==> src/rtl/ssp_pkg.sv <==
`default_nettype none
package ssp_pkg;
  // ----------------------------------------
  // Framing
  // ----------------------------------------
  localparam int unsigned CMD_BITS   = 16;
  localparam int unsigned DATA_BITS  = 8;
  localparam int unsigned CNT_BITS   = 5;
  localparam logic [4:0]  CMD_LAST   = 5'h0F;
  localparam logic [4:0]  DATA_FIRST = 5'h10;
  localparam logic [4:0]  FRAME_LAST = 5'h17;
  localparam logic [4:0]  FRAME_END  = 5'h18;
  localparam int unsigned READ_POS   = 15;

  // ----------------------------------------
  // Register file
  // ----------------------------------------
  localparam int unsigned REG_COUNT  = 16;
  localparam int unsigned IDX_BITS   = 4;
  localparam logic [3:0]  MODE_REG   = 4'h0;
  localparam int unsigned MODE_POS   = 4;
  localparam logic [7:0]  REG_RESET  = 8'h00;
  localparam logic [4:0]  CNT_RESET  = 5'h00;
endpackage
`default_nettype wire

==> src/rtl/ssp_pin_if.sv <==
`default_nettype none
interface ssp_pin_if;
  logic sclk_rise;
  logic sclk_fall;
  logic sel_n;
  logic sdio;
  logic ce;
  modport src (output sclk_rise, output sclk_fall, output sel_n, output sdio, output ce);
  modport dst (input sclk_rise, input sclk_fall, input sel_n, input sdio, input ce);
endinterface
`default_nettype wire

==> src/rtl/ssp_port.sv <==
// What this block does
// - Input data bits are captured on the rising edge of the serial clock, where the host holds them valid.
// - While the data pin is an input, incoming bits are taken from that pin.
// - In 3-wire mode, the default after reset, read data is driven on the two-way data pin.
// - In 3-wire mode the separate output pin is never driven.
// - In 4-wire mode read data appears on the separate output pin during a read burst.
// - Deasserting the select returns the separate output pin to high impedance.
// - Chip enable low returns every register to its reset value; high enables the port.
`default_nettype none
module ssp_port (
  input  wire logic clk,
  input  wire logic rst,
  input  wire logic chip_enable,
  input  wire logic serial_select_n,
  input  wire logic serial_clk,
  input  wire logic sdio_in,
  output var  logic sdio_out,
  output var  logic sdio_oe,
  output var  logic serial_data_out,
  output var  logic serial_data_out_oe,
  output var  logic four_wire_mode
);
  ssp_pin_if pins ();

  ssp_sync u_sync (
    .clk             (clk),
    .rst             (rst),
    .chip_enable     (chip_enable),
    .serial_select_n (serial_select_n),
    .serial_clk      (serial_clk),
    .sdio_in         (sdio_in),
    .pins            (pins.src)
  );

  // ----------------------------------------
  // Burst tracking
  // ----------------------------------------
  logic [ssp_pkg::CNT_BITS-1:0]  bit_cnt;
  logic [ssp_pkg::CMD_BITS-1:0]  cmd;
  logic [ssp_pkg::CMD_BITS-1:0]  cmd_shift;
  logic [ssp_pkg::DATA_BITS-1:0] data_shift;
  logic [ssp_pkg::DATA_BITS-1:0] rd_shift;
  logic [ssp_pkg::DATA_BITS-1:0] regs [ssp_pkg::REG_COUNT];
  logic                          reading;
  logic                          active;
  logic                          write_hit;
  logic [ssp_pkg::IDX_BITS-1:0]  idx;
  logic [ssp_pkg::DATA_BITS-1:0] wr_data;
  logic                          rise_hit;
  logic                          fall_hit;
  logic                          cmd_done;
  logic                          load_rd;
  logic                          shift_rd;
  logic [ssp_pkg::DATA_BITS-1:0] rd_word;
  logic [ssp_pkg::REG_COUNT-1:0] reg_wr;

  // ----------------------------------------
  // Edge strobes, qualified by the burst
  // ----------------------------------------
  // burst framed by select
  // Chip enable low also aborts a burst in flight
  assign active    = ~pins.sel_n & pins.ce;
  assign rise_hit  = active & pins.sclk_rise;
  assign fall_hit  = active & pins.sclk_fall;
  assign idx       = cmd[ssp_pkg::IDX_BITS-1:0];
  // data from the pin
  // The last data bit comes straight from the pin stage, so a write lands on the 24th rise
  assign wr_data   = {data_shift[ssp_pkg::DATA_BITS-2:0], pins.sdio};
  assign cmd_done  = rise_hit & (bit_cnt == ssp_pkg::CMD_LAST);
  assign write_hit = rise_hit & (bit_cnt == ssp_pkg::FRAME_LAST) & ~cmd[ssp_pkg::READ_POS];

  // Counter saturates so extra clocks in a burst do nothing
  // It restarts on every deselect, so a cut burst never commits
  always_ff @(posedge clk or posedge rst) begin
    if (rst) begin
      bit_cnt <= ssp_pkg::CNT_RESET;
    end else if (!active) begin
      bit_cnt <= ssp_pkg::CNT_RESET;
    end else if (rise_hit && bit_cnt != ssp_pkg::FRAME_END) begin
      bit_cnt <= bit_cnt + 5'h01;
    end
  end

  always_ff @(posedge clk or posedge rst) begin
    if (rst) begin
      cmd_shift  <= 16'h0000;
      data_shift <= ssp_pkg::REG_RESET;
    end else if (rise_hit) begin
      cmd_shift  <= {cmd_shift[ssp_pkg::CMD_BITS-2:0], pins.sdio};
      data_shift <= wr_data;
    end
  end

  // Command is frozen at its 16th bit so data bits cannot move the index
  always_ff @(posedge clk or posedge rst) begin
    if (rst) begin
      cmd <= 16'h0000;
    end else if (cmd_done) begin
      cmd <= {cmd_shift[ssp_pkg::CMD_BITS-2:0], pins.sdio};
    end
  end

  // ----------------------------------------
  // Register file
  // ----------------------------------------
  for (genvar i = 0; i < ssp_pkg::REG_COUNT; i++) begin : g_reg
    // One write strobe per entry, decoded from the frozen index
    assign reg_wr[i] = write_hit & (idx == ssp_pkg::IDX_BITS'(i));
    always_ff @(posedge clk or posedge rst) begin
      if (rst) begin
        regs[i] <= ssp_pkg::REG_RESET;
      // chip enable clears
      // Clear wins; a write cannot land then anyway, as the burst is aborted
      end else if (!pins.ce) begin
        regs[i] <= ssp_pkg::REG_RESET;
      end else if (reg_wr[i]) begin
        regs[i] <= wr_data;
      end
    end
  end

  // ----------------------------------------
  // Mode
  // ----------------------------------------
  // Mode bit reset value of zero means 3-wire
  // Written like any entry; no other bit of the entry has a meaning here
  assign four_wire_mode = regs[ssp_pkg::MODE_REG][ssp_pkg::MODE_POS];

  // ----------------------------------------
  // Read data phase
  // ----------------------------------------
  // Index is settled from the 16th rise on, so the word needs no hold flop
  assign rd_word  = regs[idx];
  // first bit after the falling edge
  assign load_rd  = fall_hit & (bit_cnt == ssp_pkg::DATA_FIRST) & cmd[ssp_pkg::READ_POS];
  assign shift_rd = fall_hit & reading & ~load_rd;

  // Read flag lives for the data phase of one read burst only
  // It also gates the shifting, so write bursts never touch the data pins
  always_ff @(posedge clk or posedge rst) begin
    if (rst) begin
      reading <= 1'b0;
    end else if (!active) begin
      reading <= 1'b0;
    end else if (load_rd) begin
      reading <= 1'b1;
    end
  end

  // A host that over-clocks a read simply sees trailing zeros
  always_ff @(posedge clk or posedge rst) begin
    if (rst) begin
      rd_shift <= ssp_pkg::REG_RESET;
    end else if (load_rd) begin
      rd_shift <= {rd_word[ssp_pkg::DATA_BITS-2:0], 1'b0};
    end else if (shift_rd) begin
      rd_shift <= {rd_shift[ssp_pkg::DATA_BITS-2:0], 1'b0};
    end
  end

  // ----------------------------------------
  // Read data pins
  // ----------------------------------------
  // Both pins carry the same bit; only their enables tell them apart
  // read data on sdio
  always_ff @(posedge clk or posedge rst) begin
    if (rst) begin
      sdio_out <= 1'b0;
    end else if (load_rd) begin
      sdio_out <= rd_word[ssp_pkg::DATA_BITS-1];
    end else if (shift_rd) begin
      sdio_out <= rd_shift[ssp_pkg::DATA_BITS-1];
    end
  end

  // read data on output pin
  // The pin keeps its last bit between bursts; only the enable matters then
  always_ff @(posedge clk or posedge rst) begin
    if (rst) begin
      serial_data_out <= 1'b0;
    end else if (load_rd) begin
      serial_data_out <= rd_word[ssp_pkg::DATA_BITS-1];
    end else if (shift_rd) begin
      serial_data_out <= rd_shift[ssp_pkg::DATA_BITS-1];
    end
  end

  // ----------------------------------------
  // Output enables
  // ----------------------------------------
  // Enables drop only once the deselect or chip enable low is seen through the synchroniser,
  // which keeps the release path to one plain condition
  // sdio driven in 3-wire
  // A 4-wire read leaves the two-way pin to the host
  always_ff @(posedge clk or posedge rst) begin
    if (rst) begin
      sdio_oe <= 1'b0;
    end else if (!active) begin
      sdio_oe <= 1'b0;
    end else if (load_rd) begin
      sdio_oe <= ~four_wire_mode;
    end
  end

  always_ff @(posedge clk or posedge rst) begin
    if (rst) begin
      serial_data_out_oe <= 1'b0;
    end else if (!active) begin
      serial_data_out_oe <= 1'b0;
    end else if (!four_wire_mode) begin
      serial_data_out_oe <= 1'b0;
    end else if (load_rd) begin
      serial_data_out_oe <= 1'b1;
    end
  end
endmodule
`default_nettype wire

==> src/rtl/ssp_sync.sv <==
`default_nettype none
module ssp_sync (
  input  wire logic clk,
  input  wire logic rst,
  input  wire logic chip_enable,
  input  wire logic serial_select_n,
  input  wire logic serial_clk,
  input  wire logic sdio_in,
  ssp_pin_if.src    pins
);
  // ----------------------------------------
  // Two-stage synchronisers, then edge finder
  // ----------------------------------------
  logic [3:0] meta;
  logic [3:0] stable;
  logic       sclk_prev;

  // Select resets high so an idle pin never opens a burst
  always_ff @(posedge clk or posedge rst) begin
    if (rst) begin
      meta      <= 4'h4;
      stable    <= 4'h4;
      sclk_prev <= 1'b0;
    end else begin
      meta      <= {serial_clk, serial_select_n, sdio_in, chip_enable};
      stable    <= meta;
      sclk_prev <= stable[3];
    end
  end

  assign pins.ce        = stable[0];
  assign pins.sdio      = stable[1];
  assign pins.sel_n     = stable[2];
  assign pins.sclk_rise = stable[3] & ~sclk_prev;
  assign pins.sclk_fall = ~stable[3] & sclk_prev;
endmodule
`default_nettype wire

==> config.mk <==
export PLATFORM = sky130hd
export DESIGN_NAME = ssp_port
export DESIGN_NICKNAME = d
export VERILOG_FILES = /design/src/rtl/ssp_pkg.sv /design/src/rtl/ssp_pin_if.sv /design/src/rtl/ssp_port.sv /design/src/rtl/ssp_sync.sv
export SDC_FILE = /design/constraint.sdc
export NUM_CORES = 1
export LEC_CHECK = 0
export ABC_AREA = 1
export BUFFER_PORTS_ARGS = -buffer_cell sky130_fd_sc_hd__buf_2
export CAP_MARGIN = 5
export CORE_UTILIZATION = 50
export CTS_CLUSTER_SIZE = 10
export DETAILED_ROUTE_END_ITERATION = 10
export GPL_TIMING_DRIVEN = 0
export PLACE_DENSITY = 0.71
export RECOVER_POWER = 50
export SKIP_CTS_REPAIR_TIMING = 1
export SYNTH_ARGS = -nofsm -noshare
export SYNTH_HDL_FRONTEND = slang
export SYNTH_HIERARCHICAL = 1
export SYNTH_SLANG_ARGS = --single-unit
==> constraint.sdc <==
create_clock -name clk -period 5.8 [get_ports clk]
set_input_delay 1.16 -clock clk [delete_from_list [all_inputs] [get_ports clk]]
set_output_delay 1.16 -clock clk [all_outputs]
set_load 0.05 [all_outputs]
==> flow_summary.html <==
<table>
<tr><th>Metric</th><th>Value</th></tr>
<tr><th colspan="2">Route</th></tr>
<tr><td>DRC Markers</td><td>0</td></tr>
<tr><td>Post-route antenna net violation count</td><td>0</td></tr>
<tr><td>Routed WL per cell</td><td>17.31 um</td></tr>
<tr><td>Via density per instance</td><td>5.542</td></tr>
<tr><td>1st-iter DRT viols</td><td>between 800 and 900</td></tr>
<tr><td>Total length of routed wires</td><td>24.44 mm</td></tr>
<tr><td>Iteration count of the initial detailed-routing pass</td><td>5</td></tr>
<tr><td>Via total after detailed routing</td><td>7826</td></tr>
<tr><th colspan="2">Clocking</th></tr>
<tr><td>Longest Clk Path Bufs</td><td>2</td></tr>
<tr><td>Root buffer cell</td><td>sky130_fd_sc_hd__clkbuf_16</td></tr>
<tr><td>TritonCTS clock tree</td><td>done</td></tr>
<tr><td>Number of clock buffers inserted by TritonCTS</td><td>17</td></tr>
<tr><td>Post-CTS clock slew at the launch and capture registers of the worst setup and hold paths</td><td>80 ps</td></tr>
<tr><td>Clock insertion delay at the later pin of the skew report</td><td>between 400 and 500 ps</td></tr>
<tr><td>Number of clock sinks seen by CTS</td><td>173</td></tr>
<tr><td>H-Tree Depth</td><td>4</td></tr>
<tr><th colspan="2">GRT</th></tr>
<tr><td>Wire length of the first global-routing pass</td><td>slightly below 40 mm</td></tr>
<tr><td>Vias in the first global route</td><td>7329</td></tr>
<tr><td>GRT Resource Usage Total</td><td>slightly below 30%</td></tr>
<tr><td>Antenna violations before repair</td><td>0</td></tr>
<tr><td>Grt ovf</td><td>0</td></tr>
<tr><td>Largest net degree at the start of global routing</td><td>roughly 120</td></tr>
<tr><th colspan="2">Critical path</th></tr>
<tr><td>Maximum fanout along the worst path</td><td>9</td></tr>
<tr><td>Required time of the critical path</td><td>6180 ps</td></tr>
<tr><td>Critical setup path kind</td><td>reg -&gt; reg</td></tr>
<tr><td>Crit path capture type</td><td>register</td></tr>
<tr><td>Arrival time reported for the critical path endpoint</td><td>3120 ps</td></tr>
<tr><td>Element type at the critical path start</td><td>register</td></tr>
<tr><th colspan="2">Status</th></tr>
<tr><td>Violated checks</td><td>capacitance limit, slew limit</td></tr>
<tr><td>Outcome</td><td>finished with violations</td></tr>
<tr><th colspan="2">STA</th></tr>
<tr><td>Largest clock skew in the final design</td><td>11.58 ps</td></tr>
<tr><td>Period Utilization, post-route</td><td>47.26%</td></tr>
<tr><td>Highest achievable clock rate</td><td>364.8 MHz</td></tr>
<tr><td>Total of endpoints with negative setup slack in the final report</td><td>0</td></tr>
<tr><td>Measured slew at the worst slew-check pin</td><td>2290 ps</td></tr>
<tr><td>Setup repair after global routing missed its margin</td><td>no</td></tr>
<tr><td>Shortest clock period the worst path allows after layout</td><td>2741 ps</td></tr>
<tr><td>Count of final max-slew check failures</td><td>50</td></tr>
<tr><td>Max-Slew Margin vs Limit</td><td>-53.51%</td></tr>
<tr><td>Total count of hold-check failures in the final report</td><td>0</td></tr>
<tr><th colspan="2">Power</th></tr>
<tr><td>Portion of total power attributed to the clock network</td><td>~42%</td></tr>
<tr><td>Net switching fraction of the power</td><td>slightly below 30%</td></tr>
<tr><td>Static leakage</td><td>~0.0052 uW</td></tr>
<tr><td>Maximum vdd ir drop</td><td>263.5 uV</td></tr>
<tr><td>Share of total power in sequential cells</td><td>47.8%</td></tr>
<tr><td>Overall power of the completed layout</td><td>2847 uW</td></tr>
<tr><td>Internal power of the cells</td><td>2010 uW</td></tr>
<tr><td>Net switching power</td><td>837.3 uW</td></tr>
<tr><td>Power per standard cell area</td><td>296.3 mW/mm^2</td></tr>
<tr><td>Combinational group share of total power</td><td>10.0%</td></tr>
<tr><th colspan="2">Placed design</th></tr>
<tr><td>HPWL Detailed</td><td>16.59 mm</td></tr>
<tr><td>Weighted congestion reported at the end of routability-driven placement</td><td>1.004</td></tr>
<tr><td>Number of buffer cells added on primary ports</td><td>10</td></tr>
<tr><th colspan="2">Final layout</th></tr>
<tr><td>Fill count</td><td>1520</td></tr>
<tr><td>Area growth syn-to-layout</td><td>11.10%</td></tr>
<tr><td>Commonest cells after routing, fill and taps aside</td><td>sky130_fd_sc_hd__nand2_1, sky130_fd_sc_hd__dfrtp_1, sky130_fd_sc_hd__nand3_1, sky130_fd_sc_hd__nor2_1, sky130_fd_sc_hd__inv_1</td></tr>
<tr><td>Final standard cell utilization of the core</td><td>57.33%</td></tr>
<tr><td>Layout cells sized above 1</td><td>7.970%</td></tr>
<tr><td>ANT cells</td><td>0</td></tr>
<tr><td>Most common library cell in the layout ignoring fill and taps</td><td>sky130_fd_sc_hd__nand2_1</td></tr>
<tr><td>Final nets</td><td>around 1200</td></tr>
<tr><th colspan="2">Synthesis</th></tr>
<tr><td>Instance count of the mapped netlist</td><td>about 1100</td></tr>
<tr><td>Count of yosys warnings during synthesis</td><td>6</td></tr>
<tr><td>Synth Area per Inst</td><td>7.528 um^2</td></tr>
<tr><td>Cell area after synthesis</td><td>0.008650 mm^2</td></tr>
<tr><td>FF+latch count, synth</td><td>~170</td></tr>
<tr><td>Net count of the mapped netlist</td><td>about 1200</td></tr>
<tr><td>Number of enable flip-flop cells after synthesis</td><td>0</td></tr>
<tr><td>Share of the yosys chip area belonging to registers</td><td>between 50 and 60%</td></tr>
<tr><td>Most common flop cell mapped by yosys</td><td>sky130_fd_sc_hd__dfrtp_1</td></tr>
<tr><td>Share of flip-flops with an asynchronous set or reset</td><td>100.0%</td></tr>
<tr><td>Number of different library cells in the post-synthesis netlist</td><td>29</td></tr>
<tr><th colspan="2">Floorplanning</th></tr>
<tr><td>Area of the die</td><td>~0.018 mm^2</td></tr>
<tr><td>Starting density of the core</td><td>51.61%</td></tr>
<tr><td>Vertical die dimension</td><td>133.5 um</td></tr>
<tr><td>Die outline width</td><td>roughly 130 um</td></tr>
<tr><td>Number of placed I/O pins</td><td>11</td></tr>
<tr><td>Area of the core</td><td>0.01676 mm^2</td></tr>
<tr><td>Placement Rows</td><td>47</td></tr>
<tr><th colspan="2">Flow run</th></tr>
<tr><td>Maximum capacitance violations</td><td>1</td></tr>
<tr><th colspan="2">Hold path</th></tr>
<tr><td>Hold/Removal Path Class</td><td>reg -&gt; reg</td></tr>
</table>
[final cells by class]
cell class                      count  area [um^2]  share of cell area, %
Tap cell                          220        275.3                  2.865
Timing Repair Buffer               11        76.32                 0.7943
Buffer                             53        236.5                  2.461
Sequential cell                   173         4332                  45.08
Inverter                           51        192.7                  2.005
Clock buffer                       17        425.4                  4.427
Clock inverter                     15        195.2                  2.031
Multi-Input combinational cell    872         3876                  40.34
[stage by stage]
step / worst slack [ps] / hold WS [ps] / cell area [um^2] / setup TNS (ps) / instances
6_report: 3059 / 351.4 / 9609 / 0 / 1412
5_1_grt: 2722 / 359.3 / 9609 / 0 / 1412
4_1_cts: 3394 / 353.0 / 9630 / 0 / 1412
3_5_place_dp: 3620 / 334.7 / 9010 / 0 / 1380
3_3_place_gp: -1763 / 333.4 / 8975 / -286680 / 1379
2_1_floorplan: 206.7 / 331.2 / 8650 / 0 / 1149
[state kept, by name, indices dropped and copies added (netlist names), 4 cells and up]
register and flops:
regs 127, cmd_shift 15, rd_shift 7, bit_cnt 5
cmd 5, u_sync/meta 4, u_sync/stable 4
[Yosys cell counts (3+ instances only)]
master / number / area (um^2)
sky130_fd_sc_hd__buf_1: 5 / 18.77
sky130_fd_sc_hd__nand2_4: 10 / 112.6
sky130_fd_sc_hd__nor2_1: 51 / 191.4
sky130_fd_sc_hd__o21ai_0: 19 / 95.09
sky130_fd_sc_hd__buf_2: 11 / 55.05
sky130_fd_sc_hd__a21oi_1: 11 / 55.05
sky130_fd_sc_hd__clkbuf_1: 33 / 123.9
sky130_fd_sc_hd__nand3_2: 6 / 60.06
sky130_fd_sc_hd__nand3_1: 169 / 845.8
sky130_fd_sc_hd__nand3_4: 10 / 175.2
sky130_fd_sc_hd__dfrtp_1: 171 / 4279
sky130_fd_sc_hd__buf_4: 3 / 22.52
sky130_fd_sc_hd__nand2_2: 7 / 43.79
sky130_fd_sc_hd__nand2_1: 569 / 2136
sky130_fd_sc_hd__ha_1: 3 / 37.54
sky130_fd_sc_hd__nand4_1: 8 / 50.05
sky130_fd_sc_hd__inv_1: 49 / 183.9
[worst paths after layout]
kind / startpoint / to / slack [ps] / cells past startpoint
worst min register to register: u_sync/meta[3] / u_sync/stable[3] / 350 / 0
worst min-delay path: u_sync/meta[3] / u_sync/stable[3] / 350 / 0
max in group asynchronous: rst / regs[106] / 3180 / 3
worst max register to register: u_sync/stable[0] / regs[72] / 3060 / 9
worst max-delay path: u_sync/stable[0] / regs[72] / 3060 / 9
min in group asynchronous: rst / u_sync/stable[0] / 660 / 2
[power groups by stage]
stage | registers (uW) | logic (uW) | clock network [uW]
floorplan | 1370 | 197 | 0
global placement | 1380 | 271 | 0
detailed placement | 1380 | 282 | 0
CTS | 1360 | 283 | 1210
global route | 1370 | 320 | 1260
finish | 1360 | 283 | 1200
[worst max-delay path, stage by stage (launching register included)]
cell	delay, ps
sky130_fd_sc_hd__dfrtp_1	320
sky130_fd_sc_hd__clkbuf_1	330
sky130_fd_sc_hd__clkinv_1	120
sky130_fd_sc_hd__nor2_1	450
sky130_fd_sc_hd__nand2_1	220
sky130_fd_sc_hd__nor3_4	440
sky130_fd_sc_hd__nand3_2	320
sky130_fd_sc_hd__nand2_2	280
sky130_fd_sc_hd__nand2_1	100
sky130_fd_sc_hd__nand2_1	70
[logic make-up (layout without fill, tap and decap cells)]
family,Yosys count,count (layout),share of synthesized area [%]
fa+ha+maj,3,3,0.4340
simple gates,837,837,42.56
buf+inv,104,147,4.991
compound gates,31,31,1.808
mux,1,1,0.1302
flops,173,173,50.08
[routing by layer]
layer  vias up  GRT usage, %  routed length [um]
li1       3703             -                   -
met1      3727         41.25               10910
met2       339         44.33               11060
met3        57         5.556                1776
met4         0         10.48                 702
met5         -             0                   0
Power figures use the tool's default switching activity.
